$ cat config.mk
export PLATFORM = sky130hd
export DESIGN_NAME = ilw_log_writer
export DESIGN_NICKNAME = d
export VERILOG_FILES = /design/src/verilog/ilw_pkg.sv /design/src/verilog/ilw_log_writer.sv /design/src/verilog/ilw_event_slot.sv
export SDC_FILE = /design/constraint.sdc
export NUM_CORES = 1
export LEC_CHECK = 0
export ABC_AREA = 0
export BUFFER_PORTS_ARGS = -buffer_cell sky130_fd_sc_hd__buf_2
export CELL_PAD_IN_SITES_DETAIL_PLACEMENT = 0
export CELL_PAD_IN_SITES_GLOBAL_PLACEMENT = 1
export CORE_UTILIZATION = 44
export CTS_BUF_LIST = sky130_fd_sc_hd__clkbuf_4 sky130_fd_sc_hd__clkbuf_8 sky130_fd_sc_hd__clkbuf_16
export DETAILED_ROUTE_END_ITERATION = 8
export PLACE_DENSITY = 0.82
export SYNTH_ARGS = -nofsm -noshare
export SYNTH_HDL_FRONTEND = slang
export SYNTH_HIERARCHICAL = 1
export SYNTH_SLANG_ARGS = --single-unit
$ cat constraint.sdc
create_clock -name mclk -period 3.47 [get_ports mclk]
set_clock_uncertainty 0.15 [all_clocks]
set_input_delay 0.1735 -clock mclk [delete_from_list [all_inputs] [get_ports mclk]]
set_output_delay 0.1735 -clock mclk [all_outputs]
set_load 0.05 [all_outputs]
$ cat src/verilog/ilw_pkg.sv
// constants and types for the interrupt log buffer writer
package ilw_pkg;
  // log region in ram, word addresses
  localparam logic [8:0] ILW_LOG_BASE = 9'h180;
  localparam logic [8:0] ILW_LOG_LAST = 9'h1BF;
  localparam int ILW_IDX_W = 5;
  // event count held in the upper pointer register bits
  localparam int ILW_CNT_W = 7;
  localparam logic [6:0] ILW_CNT_MAX = 7'h7F;
  localparam logic [6:0] ILW_CNT_RST = 7'h00;
  localparam logic [4:0] ILW_IDX_RST = 5'h00;
  // register offsets on the host port
  localparam logic [7:0] ILW_REG_PTR = 8'h0A;
  localparam logic [7:0] ILW_REG_XCFG = 8'h4D;
  localparam int ILW_XCFG_BUSY_BIT = 2;
  // identification word fields
  localparam int ILW_ID_BUSY_BIT = 9;
  localparam int ILW_HW_PF_BIT = 11;
  localparam logic [2:0] ILW_TYPE_HW = 3'h0;
  localparam logic [2:0] ILW_TYPE_BC = 3'h1;
  localparam logic [2:0] ILW_TYPE_RT = 3'h4;
  localparam logic [15:0] ILW_WORD_ZERO = 16'h0000;
  // event sources, lower index is served first
  localparam int ILW_NSRC = 3;
  localparam logic [1:0] ILW_SRC_HW = 2'h0;
  localparam logic [1:0] ILW_SRC_BC = 2'h1;
  localparam logic [1:0] ILW_SRC_RT = 2'h2;
  typedef enum logic [1:0] {ILW_IDLE, ILW_WR_ID, ILW_WR_AD} ilw_state_e;
endpackage

$ cat src/verilog/ilw_log_writer.sv
// interrupt log writer: records events into the circular ram log
//
// Local design decisions: the register offsets and the plain strobed port.
`timescale 1ns/1ps
// Notes on behaviour
// - log is a circular 64-word ram region, words 0x0180 to 0x01BF
// - each record writes exactly two words; buffer keeps the last 32
// - after every 32nd record the pointer returns to 0x0180
// - record is an identification word then a context address word
// - identification at even address, address word at the next odd
// - id bits 2:0 give source type; controller records set bit 0
// - id bits 15:3 copy the source's pending event bits
// - several event bits may share one identification word
// - hardware records write address word zero, except parity failure
// - parity failure records write the failing ram address
// - controller records write the block status word address
// - terminal records write the descriptor entry start address
// - with busy option set, terminal id bit 9 shows terminal busy
// - busy state alone never makes a record or an interrupt
// - events of one terminal in one message share one record
// - controller and terminal events each get their own record
// - enabled events are ored into one active-low interrupt request
// - pointer bits 15:9 count records, stop at 127, clear on read
// - reset gives pointer 0x0180, count zero; pointer even, 8:6 = 110
module ilw_log_writer
  import ilw_pkg::*;
#(
  parameter int RAM_AW = 13
) (
  // clock and reset
  input wire logic mclk,
  input wire logic rst,
  // hardware event source
  input wire logic hw_evt,
  input wire logic [15:3] hw_bits,
  input wire logic [RAM_AW-1:0] hw_parity_addr,
  input wire logic hw_out_en,
  // bus controller event source
  input wire logic bc_evt,
  input wire logic [15:3] bc_bits,
  input wire logic [15:0] bc_status_addr,
  input wire logic bc_out_en,
  // remote terminal event source
  input wire logic rt_evt,
  input wire logic [15:3] rt_bits,
  input wire logic [15:0] rt_desc_addr,
  input wire logic rt_busy,
  input wire logic rt_out_en,
  // host register port
  input wire logic [7:0] reg_addr,
  input wire logic [15:0] reg_wdata,
  input wire logic reg_wr,
  input wire logic reg_rd,
  output logic [15:0] reg_rdata,
  // ram write port
  output logic ram_we,
  output logic [RAM_AW-1:0] ram_addr,
  output logic [15:0] ram_wdata,
  // shared interrupt request
  output logic irq_n
);
  ilw_state_e state;
  logic [1:0] wr_sel;
  logic [15:0] wr_id;
  logic [15:0] wr_ad;
  logic [ILW_IDX_W-1:0] idx;
  logic [ILW_CNT_W-1:0] cnt;
  logic busy_logging_option;
  logic irq_pend;

  // source words
  logic [15:0] new_id [ILW_NSRC];
  logic [15:0] new_ad [ILW_NSRC];
  logic [15:0] slot_id [ILW_NSRC];
  logic [15:0] slot_ad [ILW_NSRC];
  logic [ILW_NSRC-1:0] cap;
  logic [ILW_NSRC-1:0] full;
  logic [ILW_NSRC-1:0] take;
  logic [ILW_NSRC-1:0] oe;

  wire [15:0] hw_word = {hw_bits, ILW_TYPE_HW};
  wire hw_pf = hw_word[ILW_HW_PF_BIT];
  wire [15:0] rt_raw = {rt_bits, ILW_TYPE_RT};
  // bit 9 is borrowed for the busy flag, so it is no event then
  wire [12:0] rt_evt_bits = busy_logging_option ?
    (rt_bits & ~13'h0040) : rt_bits;

  assign cap[ILW_SRC_HW] = hw_evt && (|hw_bits);
  assign cap[ILW_SRC_BC] = bc_evt && (|bc_bits);
  assign cap[ILW_SRC_RT] = rt_evt && (|rt_evt_bits);
  assign oe = {rt_out_en, bc_out_en, hw_out_en};

  assign new_id[ILW_SRC_HW] = hw_word;
  assign new_id[ILW_SRC_BC] = {bc_bits, ILW_TYPE_BC};
  assign new_id[ILW_SRC_RT] = busy_logging_option ?
    {rt_raw[15:10], rt_busy, rt_raw[8:0]} : rt_raw;
  assign new_ad[ILW_SRC_HW] = hw_pf ?
    16'(hw_parity_addr) : ILW_WORD_ZERO;
  assign new_ad[ILW_SRC_BC] = bc_status_addr;
  assign new_ad[ILW_SRC_RT] = rt_desc_addr;

  // grant picks the lowest pending source
  wire any_full = |full;
  wire [1:0] grant = full[ILW_SRC_HW] ? ILW_SRC_HW :
    full[ILW_SRC_BC] ? ILW_SRC_BC : ILW_SRC_RT;
  wire start = (state == ILW_IDLE) && any_full;

  // each source keeps its own slot, so simultaneous sources
  // become separate records while bits of one source merge
  genvar g;
  generate
    for (g = 0; g < ILW_NSRC; g++) begin : g_src
      assign take[g] = start && (grant == 2'(g));
      ilw_event_slot #(.W(16)) u_slot (
        .mclk(mclk),
        .rst(rst),
        .capture(cap[g]),
        .new_id(new_id[g]),
        .new_addr(new_ad[g]),
        .take(take[g]),
        .full(full[g]),
        .id(slot_id[g]),
        .addr(slot_ad[g])
      );
    end
  endgenerate

  // record sequencer
  ilw_state_e next_state;
  always_comb begin
    next_state = state;
    case (state)
      ILW_IDLE: begin
        if (any_full) begin
          next_state = ILW_WR_ID;
        end
      end
      ILW_WR_ID: begin
        next_state = ILW_WR_AD;
      end
      ILW_WR_AD: begin
        next_state = ILW_IDLE;
      end
      default: begin
        next_state = ILW_IDLE;
      end
    endcase
  end

  always_ff @(posedge mclk or posedge rst) begin
    if (rst) begin
      state <= ILW_IDLE;
    end else begin
      state <= next_state;
    end
  end

  // the record is copied out so the slot can refill during the write
  always_ff @(posedge mclk or posedge rst) begin
    if (rst) begin
      wr_sel <= ILW_SRC_HW;
      wr_id <= ILW_WORD_ZERO;
      wr_ad <= ILW_WORD_ZERO;
    end else if (start) begin
      wr_sel <= grant;
      wr_id <= slot_id[grant];
      wr_ad <= slot_ad[grant];
    end
  end

  // pointer and ram outputs
  wire [8:0] ptr = ILW_LOG_BASE | {3'h0, idx, 1'b0};
  wire in_id = (state == ILW_WR_ID);
  wire in_ad = (state == ILW_WR_AD);
  wire [8:0] next_ram_addr = in_ad ? (ptr | 9'h001) : ptr;
  wire [15:0] next_ram_wdata = in_ad ? wr_ad : wr_id;

  always_ff @(posedge mclk or posedge rst) begin
    if (rst) begin
      ram_we <= 1'b0;
      ram_addr <= '0;
      ram_wdata <= ILW_WORD_ZERO;
    end else begin
      ram_we <= in_id || in_ad;
      ram_addr <= RAM_AW'(next_ram_addr);
      ram_wdata <= next_ram_wdata;
    end
  end

  // the index wraps by its own width after the 32nd record
  always_ff @(posedge mclk or posedge rst) begin
    if (rst) begin
      idx <= ILW_IDX_RST;
    end else if (in_ad) begin
      idx <= idx + 5'h01;
    end
  end

  // host register port
  wire rd_ptr = reg_rd && (reg_addr == ILW_REG_PTR);
  wire wr_xcfg = reg_wr && (reg_addr == ILW_REG_XCFG);
  wire [15:0] ptr_word = {cnt, ptr};
  wire [15:0] xcfg_word = 16'(busy_logging_option) << ILW_XCFG_BUSY_BIT;
  wire [15:0] next_rdata = !reg_rd ? ILW_WORD_ZERO :
    (reg_addr == ILW_REG_PTR) ? ptr_word :
    (reg_addr == ILW_REG_XCFG) ? xcfg_word : ILW_WORD_ZERO;

  // a record finishing in the read cycle counts after the clear
  wire cnt_sat = (cnt == ILW_CNT_MAX);
  wire [6:0] next_cnt = rd_ptr ? 7'(in_ad) :
    (in_ad && !cnt_sat) ? cnt + 7'h01 : cnt;

  always_ff @(posedge mclk or posedge rst) begin
    if (rst) begin
      cnt <= ILW_CNT_RST;
      reg_rdata <= ILW_WORD_ZERO;
      busy_logging_option <= 1'b0;
    end else begin
      cnt <= next_cnt;
      reg_rdata <= next_rdata;
      if (wr_xcfg) begin
        busy_logging_option <= reg_wdata[ILW_XCFG_BUSY_BIT];
      end
    end
  end

  // interrupt request holds until the host reads the pointer register
  wire next_irq = (|(cap & oe)) || (irq_pend && !rd_ptr);

  always_ff @(posedge mclk or posedge rst) begin
    if (rst) begin
      irq_pend <= 1'b0;
      irq_n <= 1'b1;
    end else begin
      irq_pend <= next_irq;
      irq_n <= !next_irq;
    end
  end
endmodule

$ cat src/verilog/ilw_event_slot.sv
// one pending record per event source, merging events that arrive early
`timescale 1ns/1ps
module ilw_event_slot
  import ilw_pkg::*;
#(
  parameter int W = 16
) (
  // clock and reset
  input wire logic mclk,
  input wire logic rst,
  // new event
  input wire logic capture,
  input wire logic [W-1:0] new_id,
  input wire logic [W-1:0] new_addr,
  // writer takes the record
  input wire logic take,
  output logic full,
  output logic [W-1:0] id,
  output logic [W-1:0] addr
);
  // merge only when the held record stays; a take in the same cycle
  // loses nothing because the fresh event is loaded whole
  wire merge = full && !take;

  always_ff @(posedge mclk or posedge rst) begin
    if (rst) begin
      full <= 1'b0;
      id <= '0;
      addr <= '0;
    end else if (capture) begin
      full <= 1'b1;
      id <= merge ? (id | new_id) : new_id;
      addr <= merge ? addr : new_addr;
    end else if (take) begin
      full <= 1'b0;
    end
  end
endmodule

==> results of run 1 <==
[cell families (layout without fill, tap and decap cells)]
kind of cell,count (synthesis),after routing,share of synthesized area (%)
flip-flops,185,185,58.1
AND/OR/NAND/NOR,148,149,9.69
AO/OA/AOI/OAI,125,125,10.6
multiplexers,99,99,15.5
buffers and inverters,60,288,4.40
XOR/XNOR,8,8,0.880
adder cells (fa/ha/maj),5,5,0.785
other,2,20,0.0943
[flip-flops by register name, summed over array words and instances (netlist names)]
name	cells
ram_addr	7
reg_rdata	13
idx	5
g_src.u_slot/addr	48
g_src.u_slot/full	3
busy_logging_option	1
ram_wdata	16
irq_n	1
ram_we	1
wr_id	16
g_src.u_slot/id	48
irq_pend	1
wr_ad	16
cnt	7
state	2
[per-layer routing]
metal,vias up,track usage (%),part of all wire [%]
li1,2655,-,-
met2,192,34.5,47
met3,27,4.78,5.3
met1,2782,30.0,45
met4,0,7.10,1.8
met5,-,0,0
[power breakdown]
| part | internal [mW] | switching, mW | leakage [nW] | total, mW |
|---|---|---|---|---|
| Combinational | 0.415 | 0.491 | 2.76 | 0.905 |
| Clock | 1.29 | 0.813 | 0.320 | 2.11 |
| Sequential | 2.41 | 0.178 | 2.17 | 2.59 |
| Total | 4.12 | 1.48 | 5.25 | 5.60 |
[Yosys cell counts, types with 5 or more instances]
cell type	number	area, µm²
sky130_fd_sc_hd__dfrtp_1	184	4600
sky130_fd_sc_hd__a22o_1	48	420
sky130_fd_sc_hd__nor2_1	43	161
sky130_fd_sc_hd__mux2_4	42	631
sky130_fd_sc_hd__nand2_1	41	154
sky130_fd_sc_hd__o21ai_0	34	170
sky130_fd_sc_hd__a21oi_1	33	165
sky130_fd_sc_hd__mux2i_1	33	330
sky130_fd_sc_hd__and2_1	28	175
sky130_fd_sc_hd__mux2_2	24	270
sky130_fd_sc_hd__buf_2	16	80.1
sky130_fd_sc_hd__clkbuf_1	14	52.6
sky130_fd_sc_hd__buf_4	10	75.1
sky130_fd_sc_hd__inv_1	10	37.5
sky130_fd_sc_hd__buf_6	9	101
sky130_fd_sc_hd__nand4_1	7	43.8
sky130_fd_sc_hd__nor4_1	7	43.8
sky130_fd_sc_hd__ha_1	5	62.6
sky130_fd_sc_hd__nand2b_1	5	31.3
sky130_fd_sc_hd__nor3_1	5	25.0
sky130_fd_sc_hd__xor2_1	5	43.8
[cell type report]
class,count,area [µm²],area share (%)
flip-flops and latches,185,4630,44.6
multi-input cells,406,3070,29.6
repair buffers,245,1710,16.4
clock buffers,22,488,4.70
well taps,225,282,2.71
clock inverters,10,164,1.58
inverters,11,42.5,0.409
[worst max-delay path by stage]
stage                                    endpoint  slack, ns  depth (start not counted)
after floorplan               busy_logging_option       0.93                          1
after global placement    g_src[2].u_slot/addr[4]       1.07                          6
after detailed placement  g_src[2].u_slot/addr[4]       1.06                          6
after CTS                                   irq_n       0.10                          8
after global routing                        irq_n       0.12                          8
final                                       irq_n       0.27                          8
[stage by stage]
stage	area (µm²)	hold WS [ns]	utilization, %	power (mW)	setup slack [ns]
finish	10400	0.0105	59.5	5.60	0.269
detailed placement	8820	0.146	50.5	3.44	1.06
CTS	10400	0.00287	59.4	5.62	0.104
global route	10400	0.0456	59.5	5.85	0.117
global placement	8820	0.130	50.5	3.41	1.07
floorplan	8030	0.0891	-	3.17	0.926
[worst max-delay path: cells and delay by family]
| kind | cells | cell delay, ns |
|---|---|---|
| buffers and inverters | 5 | 2.02 |
| AOI/OAI and AO/OA | 1 | 0.30 |
| and+or+nand+nor | 2 | 0.92 |
[what timing repair did]
action,CTS,global route
hold buffers,91,0
gates resized for setup,0,0
setup endpoints to repair,0,1
hold endpoints to repair,190,0
==> summary.txt, run 1 <==
Run status
  – Result of the run: complete, no violations

Timing
  – Final setup viols: 0
  – Total negative slack for setup checks: 0 ns
  – Relative slew margins: about a third
  – Final number of hold-violating endpoints: 0
  – Worst-Margin Slew: between 0.9 and 1 ns
  – Setup repair after global routing missed its margin: no
  – Maximum clock frequency: roughly 0.31 GHz
  – Post-route minimum period: roughly 3.2 ns
  – Final period utilization: 92.3%
  – Final slew viol count: 0

Yosys
  – Async set-reset flop share out of synthesis: 100%
  – Mean Syn Cell Area: about 13 µm²
  – Synthesized instance count: between 600 and 700
  – Unique masters post-synth: 39
  – Fraction of the yosys area taken by sequential cells: between 50% and 60%
  – Flip-flop and latch count after synthesis: between 150 and 200
  – Top FF cell, synth: sky130_fd_sc_hd__dfrtp_1
  – Number of synthesized flops with an enable pin: 0
  – Synth Warn #: 6
  – Summed instance area of the synthesized netlist: between 7000 and 8000 µm²

Power
  – Peak ir drop on the vdd network: 0.388 mV
  – Power per unit of standard cell area: 539 nW/µm²
  – LEAKAGE: 5.25 nW

Clocking
  – Clock transition at the register clock pins on the worst setup and hold paths after CTS: approximately 0.06 ns
  – # Post-CTS Setup Buffers: 0
  – CTS Buffer Depth: 2
  – Latest clock arrival within the worst-skew pair: 0.43 ns
  – Maximum level of the CTS H-tree: 4
  – Clock tree from TritonCTS: built
  – Total clock buffers created by CTS: 17
  – Master cell of the clock root buffer: sky130_fd_sc_hd__clkbuf_16
  – CTS Sinks: 185

Finish
  – Share of cells above drive strength 1: 30.5%
  – Highest-count cells in the layout ignoring fill and taps: sky130_fd_sc_hd__dfrtp_1 (182), sky130_fd_sc_hd__buf_2 (143), sky130_fd_sc_hd__dlygate4sd3_1 (91)
  – Filler instances: ~1400
  – Net total in the final layout: 990
  – Most common library cell in the layout ignoring fill and taps: sky130_fd_sc_hd__dfrtp_1
  – Post-route insts no fill: 1104
  – P&R area growth vs syn: 30.4%
  – N_diodes: 0

Critical path
  – CP cell instances: dlygate4sd3_1 > buf_2 > or4b_4 > dlygate4sd3_1 > nor3_4 > inv_2 > a221oi_1 > dlygate4sd3_1
  – R2r setup slk: ~1.1 ns
  – Reg-to-reg critical path startpoint: g_src[0].u_slot/full
  – CP startpoint kind: primary input
  – Critical-path maximum fanout: 11
  – Beginning of the critical path: reg_addr[7]
  – Critical path required time: ~3.7 ns
  – Endpoint of the worst-slack reg-to-reg timing path: g_src[2].u_slot/addr[4]
  – Crit-path most repeated cell: sky130_fd_sc_hd__dlygate4sd3_1
  – Slowest stage delay, CP: 0.67 ns
  – Data arrival time of the worst path: 3.41 ns
  – Crit Path Class: in2reg
  – Slowest CP cell: sky130_fd_sc_hd__dlygate4sd3_1
  – Setup crit end kind: flip-flop
  – Reg2reg path depth: 6

Route
  – Total number of vias: 5656
  – DRC Markers: 0
  – First drt pass iteration count: 4
  – Via count normalized by instance count: between 5 and 6
  – Wire length per cell after detailed routing: ~17 µm
  – Count of nets left with antenna violations after detail routing: 0
  – DR iter-0 viols: 290
  – Routed WL: 19100 µm

Die
  – Core box area: 17500 µm²
  – Die width: between 100 and 150 µm
  – Area enclosed by the die boundary: 18600 µm²
  – Top Ports: 166
  – Initial core utilization: 45.6%
  – Number of rows in the core area: 48
  – Vertical die dimension: between 100 and 150 µm

GRT
  – Antenna violations before repair: 0
  – Maximum number of pins on one net before global-route repair: 65
  – Vias in the first global route: between 5000 and 6000
  – First-pass GRT wire length: between 30000 and 40000 µm
  – Global routing usage summed across all routing layers: between 20% and 30%
  – Gr ovfl total: 0

Run
  – Total of max-cap violations: 0

Hold path
  – Worst min-delay path category: in2reg
  – Startpoint of the tightest hold check path: rt_bits[9]
  – Hold worst-path end: g_src[2].u_slot/id[9]
  – Worst Hold Depth: 4

Placed design
  – Placed cell count: 980
  – HPWL after DPL: 12600 µm
  – Last weighted congestion value of the routability-driven placer: about 0.84
  – IO buf count: between 100 and 150
Power figures use the tool's default switching activity.
==> run 2, diff against run 1 <==
--- a/config.mk
+++ b/config.mk
@@ -10,7 +10,6 @@
 export CELL_PAD_IN_SITES_DETAIL_PLACEMENT = 0
 export CELL_PAD_IN_SITES_GLOBAL_PLACEMENT = 1
 export CORE_UTILIZATION = 44
-export CTS_BUF_LIST = sky130_fd_sc_hd__clkbuf_4 sky130_fd_sc_hd__clkbuf_8 sky130_fd_sc_hd__clkbuf_16
 export DETAILED_ROUTE_END_ITERATION = 8
 export PLACE_DENSITY = 0.82
 export SYNTH_ARGS = -nofsm -noshare
==> run 2 against run 1 <==
Sequential share of layout area barely moved. First-iteration DRC count down 1.7%. Sequential power about the same. Critical endpoint unchanged. Global-route usage about the same. Sequential cell count unchanged. Highest routed layer unchanged. Power about the same. Utilization barely moved. Final cell count stayed put.
==> summary.txt, run 2 (same netlist as run 1, synthesis figures left out) <==
Power
  – Switch share: 26.5% (+0.073 points)
  – Flop pwr share: 46.2% (about the same)
  – Peak ir drop on the vdd network: 0.379 mV (-2.2%)
  – Clock network power share: 37.6% (about the same)
  – Power per unit of standard cell area: 539 nW/µm² (about the same)
  – LEAKAGE: 5.25 nW (about the same)
  – Switching power: 1.48 mW (+0.18%)
  – Internal: 4.11 mW (-0.19%)
  – Gate power share: 16.2% (about the same)

Clocking
  – Maximum level of the CTS H-tree: 4 (unchanged)
  – Master cell of the clock root buffer: sky130_fd_sc_hd__clkbuf_16
  – Number of cells upsized or downsized after cts: 0 (unchanged)
  – Clock transition at the register clock pins on the worst setup and hold paths after CTS: 0.06 ns (about the same)
  – Clock tree from TritonCTS: built
  – CTS Sinks: 185 (unchanged)
  – # Post-CTS Setup Buffers: 0 (unchanged)
  – CTS Buffer Depth: 2 (unchanged)
  – Latest clock arrival within the worst-skew pair: 0.43 ns (about the same)
  – Total clock buffers created by CTS: 17 (unchanged)

Die
  – Initial core utilization: 45.6% (unchanged)
  – Top Ports: 166 (unchanged)
  – Die width: 137 µm (unchanged)
  – Number of rows in the core area: 48 (unchanged)
  – Core box area: 17500 µm² (unchanged)
  – Vertical die dimension: 137 µm (unchanged)
  – Area enclosed by the die boundary: 18600 µm² (unchanged)

Finish
  – Multi-input logic area: 3070 µm² (unchanged)
  – P&R area growth vs syn: 30.4% (about the same)
  – Largest registers ranked by flip-flop count: g_src.u_slot/addr: 48 flops, g_src.u_slot/id: 48 flops
  – Share of cells above drive strength 1: 30.4% (-0.11 points)
  – Final design area excluding fillers: 10400 µm² (about the same)
  – Register area: 4630 µm² (unchanged)
  – Highest-count cells in the layout ignoring fill and taps: sky130_fd_sc_hd__dfrtp_1 (182), sky130_fd_sc_hd__buf_2 (143), sky130_fd_sc_hd__dlygate4sd3_1 (91)
  – Net total in the final layout: 990 (unchanged)
  – Filler instances: 1375 (unchanged)
  – N_diodes: 0 (unchanged)
  – Most common library cell in the layout ignoring fill and taps: sky130_fd_sc_hd__dfrtp_1

Critical path
  – Critical path required time: 3.68 ns (about the same)
  – Crit Path Class: in2reg
  – CP startpoint kind: primary input
  – R2r setup slk: 1.10 ns (about the same)
  – Data arrival time of the worst path: 3.42 ns (about the same)
  – Setup crit end kind: flip-flop
  – Critical-path maximum fanout: 11 (unchanged)

Run status
  – Result of the run: complete, no violations

GRT
  – First-pass GRT wire length: 30400 µm (unchanged)
  – Global routing usage summed across all routing layers: 21.9% (about the same)
  – Maximum number of pins on one net before global-route repair: 65 (unchanged)
  – Antenna violations before repair: 0 (unchanged)
  – Gr ovfl total: 0 (unchanged)
  – Vias in the first global route: 5752 (-0.28%)

Route
  – Via count normalized by instance count: 5.12 (-0.14%)
  – Total number of vias: 5648 (-0.14%)
  – Routed WL: 19200 µm (about the same)
  – Wire length per cell after detailed routing: 17.3 µm (about the same)
  – DRC Markers: 0 (unchanged)
  – Count of nets left with antenna violations after detail routing: 0 (unchanged)
  – First drt pass iteration count: 4 (unchanged)
  – DR iter-0 viols: 285 (-1.7%)

Timing
  – Final slew viol count: 0 (unchanged)
  – Final setup viols: 0 (unchanged)
  – Setup repair after global routing missed its margin: no
  – Maximum clock frequency: 0.312 GHz (about the same)
  – Final period utilization: 92.3% (about the same)
  – Post-route minimum period: 3.20 ns (+0.00193 ns)
  – Worst-Margin Slew: 0.997 ns (+0.0101 ns)
  – Worst hold-check slack: 0.00904 ns (-0.00143 ns)
  – Total negative slack for setup checks: 0 ns (unchanged)
  – Relative slew margins: 33.5% (-0.67 points)
  – Final number of hold-violating endpoints: 0 (unchanged)

Placed design
  – HPWL after DPL: 12600 µm (unchanged)
  – IO buf count: 143 (unchanged)
  – Placement-stage cell area: 8820 µm² (unchanged)
  – Last weighted congestion value of the routability-driven placer: 0.844 (unchanged)

Hold path
  – Worst min-delay path category: in2reg

Run
  – Total of max-cap violations: 0 (unchanged)
run 2: cell types whose count changed in the layout (fill, tap and decap cells not counted):
cell                       previous run  this run
sky130_fd_sc_hd__clkbuf_1             0         1
sky130_fd_sc_hd__clkbuf_4             1         0
run 2: routing by layer:
| layer | vias up | global-route usage [%] | part of all wire [%] |
|---|---|---|---|
| met1 | 2788 | 30.1 | 46 |
| met4 | 0 | 7.10 | 1.8 |
| li1 | 2656 | - | - |
| met5 | - | 0 | 0 |
| met2 | 177 | 34.5 | 48 |
| met3 | 27 | 4.70 | 4.8 |
run 2: path summary, 6_finish.rpt:
kind	endpoint	cells past startpoint	from
setup / recovery	irq_n	8	reg_addr[7]
hold / removal	g_src[2].u_slot/id[9]	4	rt_bits[9]
setup reg to reg	g_src[2].u_slot/addr[4]	6	g_src[0].u_slot/full
hold reg to reg	ram_addr[5]	0	idx[4]
max in group asynchronous	reg_rdata[8]	4	rst
min in group asynchronous	g_src[2].u_slot/id[0]	3	rst
run 2: critical path, stage by stage:
cell	delay (ns)
sky130_fd_sc_hd__dlygate4sd3_1	0.53
sky130_fd_sc_hd__buf_2	0.13
sky130_fd_sc_hd__or4b_4	0.54
sky130_fd_sc_hd__dlygate4sd3_1	0.66
sky130_fd_sc_hd__nor3_4	0.38
sky130_fd_sc_hd__inv_2	0.10
sky130_fd_sc_hd__a221oi_1	0.30
sky130_fd_sc_hd__dlygate4sd3_1	0.59
run 2: through the flow:
step / power [mW] / std cells / util [%] / setup slack [ns]
after global routing: 5.84 / 1104 / 59.4 / 0.117
after global placement: 3.41 / 980 / 50.5 / 1.07
final: 5.59 / 1104 / 59.4 / 0.267
after floorplan: 3.17 / 650 / - / 0.926
after CTS: 5.62 / 1103 / 59.4 / 0.104
after detailed placement: 3.44 / 980 / 50.5 / 1.06
run 2: cell type report:
type                            instances  share of cell area, %
Sequential cell                       185                   44.6
Multi-Input combinational cell        406                   29.6
Timing Repair Buffer                  245                   16.5
Clock buffer                           22                   4.66
Tap cell                              225                   2.71
Clock inverter                         10                   1.58
Inverter                               11                  0.410
run 2: power groups by stage:
stage	clock, mW	sequential (mW)	combinational (mW)
global route	2.23	2.61	0.995
global placement	0	2.60	0.803
CTS	2.13	2.58	0.905
finish	2.10	2.59	0.905
detailed placement	0	2.62	0.819
floorplan	0	2.68	0.494
run 2: timing repair:
| item | 4_1_cts | 5_1_grt |
|---|---|---|
| endpoints found under the hold margin | 190 | 0 |
| hold buffers | 91 | 0 |
| endpoints found under the setup margin | 0 | 1 |
==> run 3, diff against run 2 <==
--- a/config.mk
+++ b/config.mk
@@ -12,6 +12,7 @@
 export CORE_UTILIZATION = 44
 export DETAILED_ROUTE_END_ITERATION = 8
 export PLACE_DENSITY = 0.82
+export RECOVER_POWER = 25
 export SYNTH_ARGS = -nofsm -noshare
 export SYNTH_HDL_FRONTEND = slang
 export SYNTH_HIERARCHICAL = 1
==> run 3 against run 2 <==
The flow now finishes with violations (max-capacitance violations, max-slew violations). Highest routed layer unchanged. Fmax about the same. Clock power about the same. Routed wire length down 0.28%. Design area is essentially flat. Setup slack is essentially flat.
==> summary.txt, run 3 (same netlist as run 1, synthesis figures left out) <==
GRT
  – Gr ovfl total: 0 (unchanged)
  – Met3 GRT Util: 4.70% (unchanged)
  – Maximum number of pins on one net before global-route repair: 65 (unchanged)
  – Met1 layer usage reported by global route: 30.1% (unchanged)
  – Global routing usage summed across all routing layers: 21.9% (unchanged)
  – Global route hottest layer: met2
  – Met2 Resource Use GR: 34.5% (unchanged)
  – Antenna violations before repair: 0 (unchanged)
  – Vias in the first global route: 5752 (unchanged)
  – First-pass GRT wire length: 30400 µm (unchanged)

Die
  – Number of rows in the core area: 48 (unchanged)
  – Die width: 137 µm (unchanged)
  – Top Ports: 166 (unchanged)
  – Area enclosed by the die boundary: 18600 µm² (unchanged)
  – Vertical die dimension: 137 µm (unchanged)
  – Initial core utilization: 45.6% (unchanged)
  – Core box area: 17500 µm² (unchanged)

Finish
  – Highest-count cells in the layout ignoring fill and taps: sky130_fd_sc_hd__dfrtp_1 (182), sky130_fd_sc_hd__buf_2 (142), sky130_fd_sc_hd__dlygate4sd3_1 (91)
  – Post-route insts no fill: 1104 (unchanged)
  – Net total in the final layout: 990 (unchanged)
  – Most common library cell in the layout ignoring fill and taps: sky130_fd_sc_hd__dfrtp_1
  – Largest registers ranked by flip-flop count: g_src.u_slot/addr: 48 flops, g_src.u_slot/id: 48 flops
  – Share of cells above drive strength 1: 30.1% (-0.23 points)
  – P&R area growth vs syn: 30.3% (about the same)
  – N_diodes: 0 (unchanged)

Placed design
  – IO buf count: 143 (unchanged)
  – Post-Place Setup Slack: 1.06 ns (unchanged)
  – Placed cell count: 980 (unchanged)
  – HPWL after DPL: 12600 µm (unchanged)
  – Last weighted congestion value of the routability-driven placer: 0.844 (unchanged)

Critical path
  – Critical path required time: 3.68 ns (about the same)
  – R2r setup slk: 1.10 ns (about the same)
  – Crit Path Class: in2reg
  – Data arrival time of the worst path: 3.42 ns (about the same)
  – CP startpoint kind: primary input
  – Setup crit end kind: flip-flop
  – Critical-path maximum fanout: 11 (unchanged)

Power
  – Switching power: 1.48 mW (-0.25%)
  – LEAKAGE: 5.24 nW (-0.19%)
  – Flop pwr share: 46.3% (about the same)
  – Peak ir drop on the vdd network: 0.378 mV (-0.25%)
  – Switch share: 26.5% (-0.047 points)
  – Clock network power share: 37.5% (about the same)
  – Internal: 4.11 mW (about the same)
  – Gate power share: 16.2% (about the same)
  – Power per unit of standard cell area: 538 nW/µm² (about the same)

Run
  – Total of max-cap violations: 2 (+2)

Run status
  – Violated checks: max-capacitance violations, max-slew violations
  – Result of the run: finished with violations

Clocking
  – Maximum level of the CTS H-tree: 4 (unchanged)
  – Clock transition at the register clock pins on the worst setup and hold paths after CTS: 0.06 ns (about the same)
  – Master cell of the clock root buffer: sky130_fd_sc_hd__clkbuf_16
  – Latest clock arrival within the worst-skew pair: 0.43 ns (about the same)
  – Clock tree from TritonCTS: built
  – CTS Buffer Depth: 2 (unchanged)
  – Total clock buffers created by CTS: 17 (unchanged)
  – CTS Sinks: 185 (unchanged)

Timing
  – Final Worst Setup Slack: 0.266 ns (-0.000330 ns)
  – Final number of hold-violating endpoints: 0 (unchanged)
  – Post-route minimum period: 3.20 ns (+0.000330 ns)
  – Final slew viol count: 78 (+78)
  – Worst-Margin Slew: 1.92 ns (+0.920 ns)
  – Maximum clock frequency: 0.312 GHz (about the same)
  – Relative slew margins: -28.5% (-62 points)
  – Final setup viols: 0 (unchanged)
  – Total negative slack for setup checks: 0 ns (unchanged)
  – Setup repair after global routing missed its margin: no
  – Final period utilization: 92.3% (about the same)

Hold path
  – Worst min-delay path category: in2reg

Route
  – First drt pass iteration count: 5 (+1)
  – Via count normalized by instance count: 5.11 (about the same)
  – DR iter-0 viols: 280 (-1.8%)
  – Wire length per cell after detailed routing: 17.3 µm (-0.28%)
  – Total number of vias: 5646 (-0.035%)
  – DRC Markers: 0 (unchanged)
  – Routed WL: 19100 µm (-0.28%)
  – Count of nets left with antenna violations after detail routing: 0 (unchanged)
run 3: cell count changes in the layout (fill, tap and decap cells not counted):
cell,previous run,this run
sky130_fd_sc_hd__clkinvlp_2,0,1
sky130_fd_sc_hd__clkinv_2,3,2
sky130_fd_sc_hd__buf_4,11,10
sky130_fd_sc_hd__buf_2,143,142
sky130_fd_sc_hd__clkbuf_1,1,3
run 3: layout make-up:
class,count,area (µm²)
multi-input cells,406,3070
inverters,11,42.5
fillers,1375,7100
clock buffers,22,484
flip-flops and latches,185,4630
clock inverters,10,164
well taps,225,282
repair buffers,245,1700
run 3: worst max-delay path: stages:
cell and delay [ns]:
sky130_fd_sc_hd__dlygate4sd3_1 0.53, sky130_fd_sc_hd__buf_2 0.13, sky130_fd_sc_hd__or4b_4 0.54, sky130_fd_sc_hd__dlygate4sd3_1 0.67, sky130_fd_sc_hd__nor3_4 0.38, sky130_fd_sc_hd__inv_2 0.10
sky130_fd_sc_hd__a221oi_1 0.30, sky130_fd_sc_hd__dlygate4sd3_1 0.59
run 3: timing repair:
item,in CTS,in global routing
endpoints found under the hold margin,190,0
resized for setup,0,0
hold buffers,91,0
setup endpoints to repair,0,1
setup buffers,0,0
run 3: power by group through the flow:
stage / combinational (mW) / clock (mW) / sequential, mW
floorplan: 0.494 / 0 / 2.68
global placement: 0.803 / 0 / 2.60
detailed placement: 0.819 / 0 / 2.62
CTS: 0.905 / 2.13 / 2.58
global route: 0.995 / 2.23 / 2.61
finish: 0.905 / 2.10 / 2.59
run 3: final timing paths:
kind	start	to	depth (start not counted)
setup / recovery	reg_addr[7]	irq_n	8
hold / removal	rt_bits[9]	g_src[2].u_slot/id[9]	4
setup reg to reg	g_src[0].u_slot/full	g_src[2].u_slot/addr[4]	6
hold reg to reg	idx[4]	ram_addr[5]	0
max in group asynchronous	rst	g_src[0].u_slot/full	4
min in group asynchronous	rst	g_src[2].u_slot/id[0]	3
run 3: metrics by stage:
stage / hold slack [ns] / instance area (µm²) / utilization [%] / power [mW]
floorplan: 0.0891 / 8030 / - / 3.17
global placement: 0.130 / 8820 / 50.5 / 3.41
detailed placement: 0.146 / 8820 / 50.5 / 3.44
CTS: 0.00287 / 10400 / 59.4 / 5.62
global route: 0.0456 / 10400 / 59.4 / 5.84
finish: 0.0143 / 10400 / 59.4 / 5.59
run 3: routing by layer:
layer,part of all wire [%],wire [µm],vias up
met3,5.0,950,27
met5,0,0,-
met2,48,9080,189
li1,-,-,2650
met1,46,8720,2780
met4,1.8,348,0
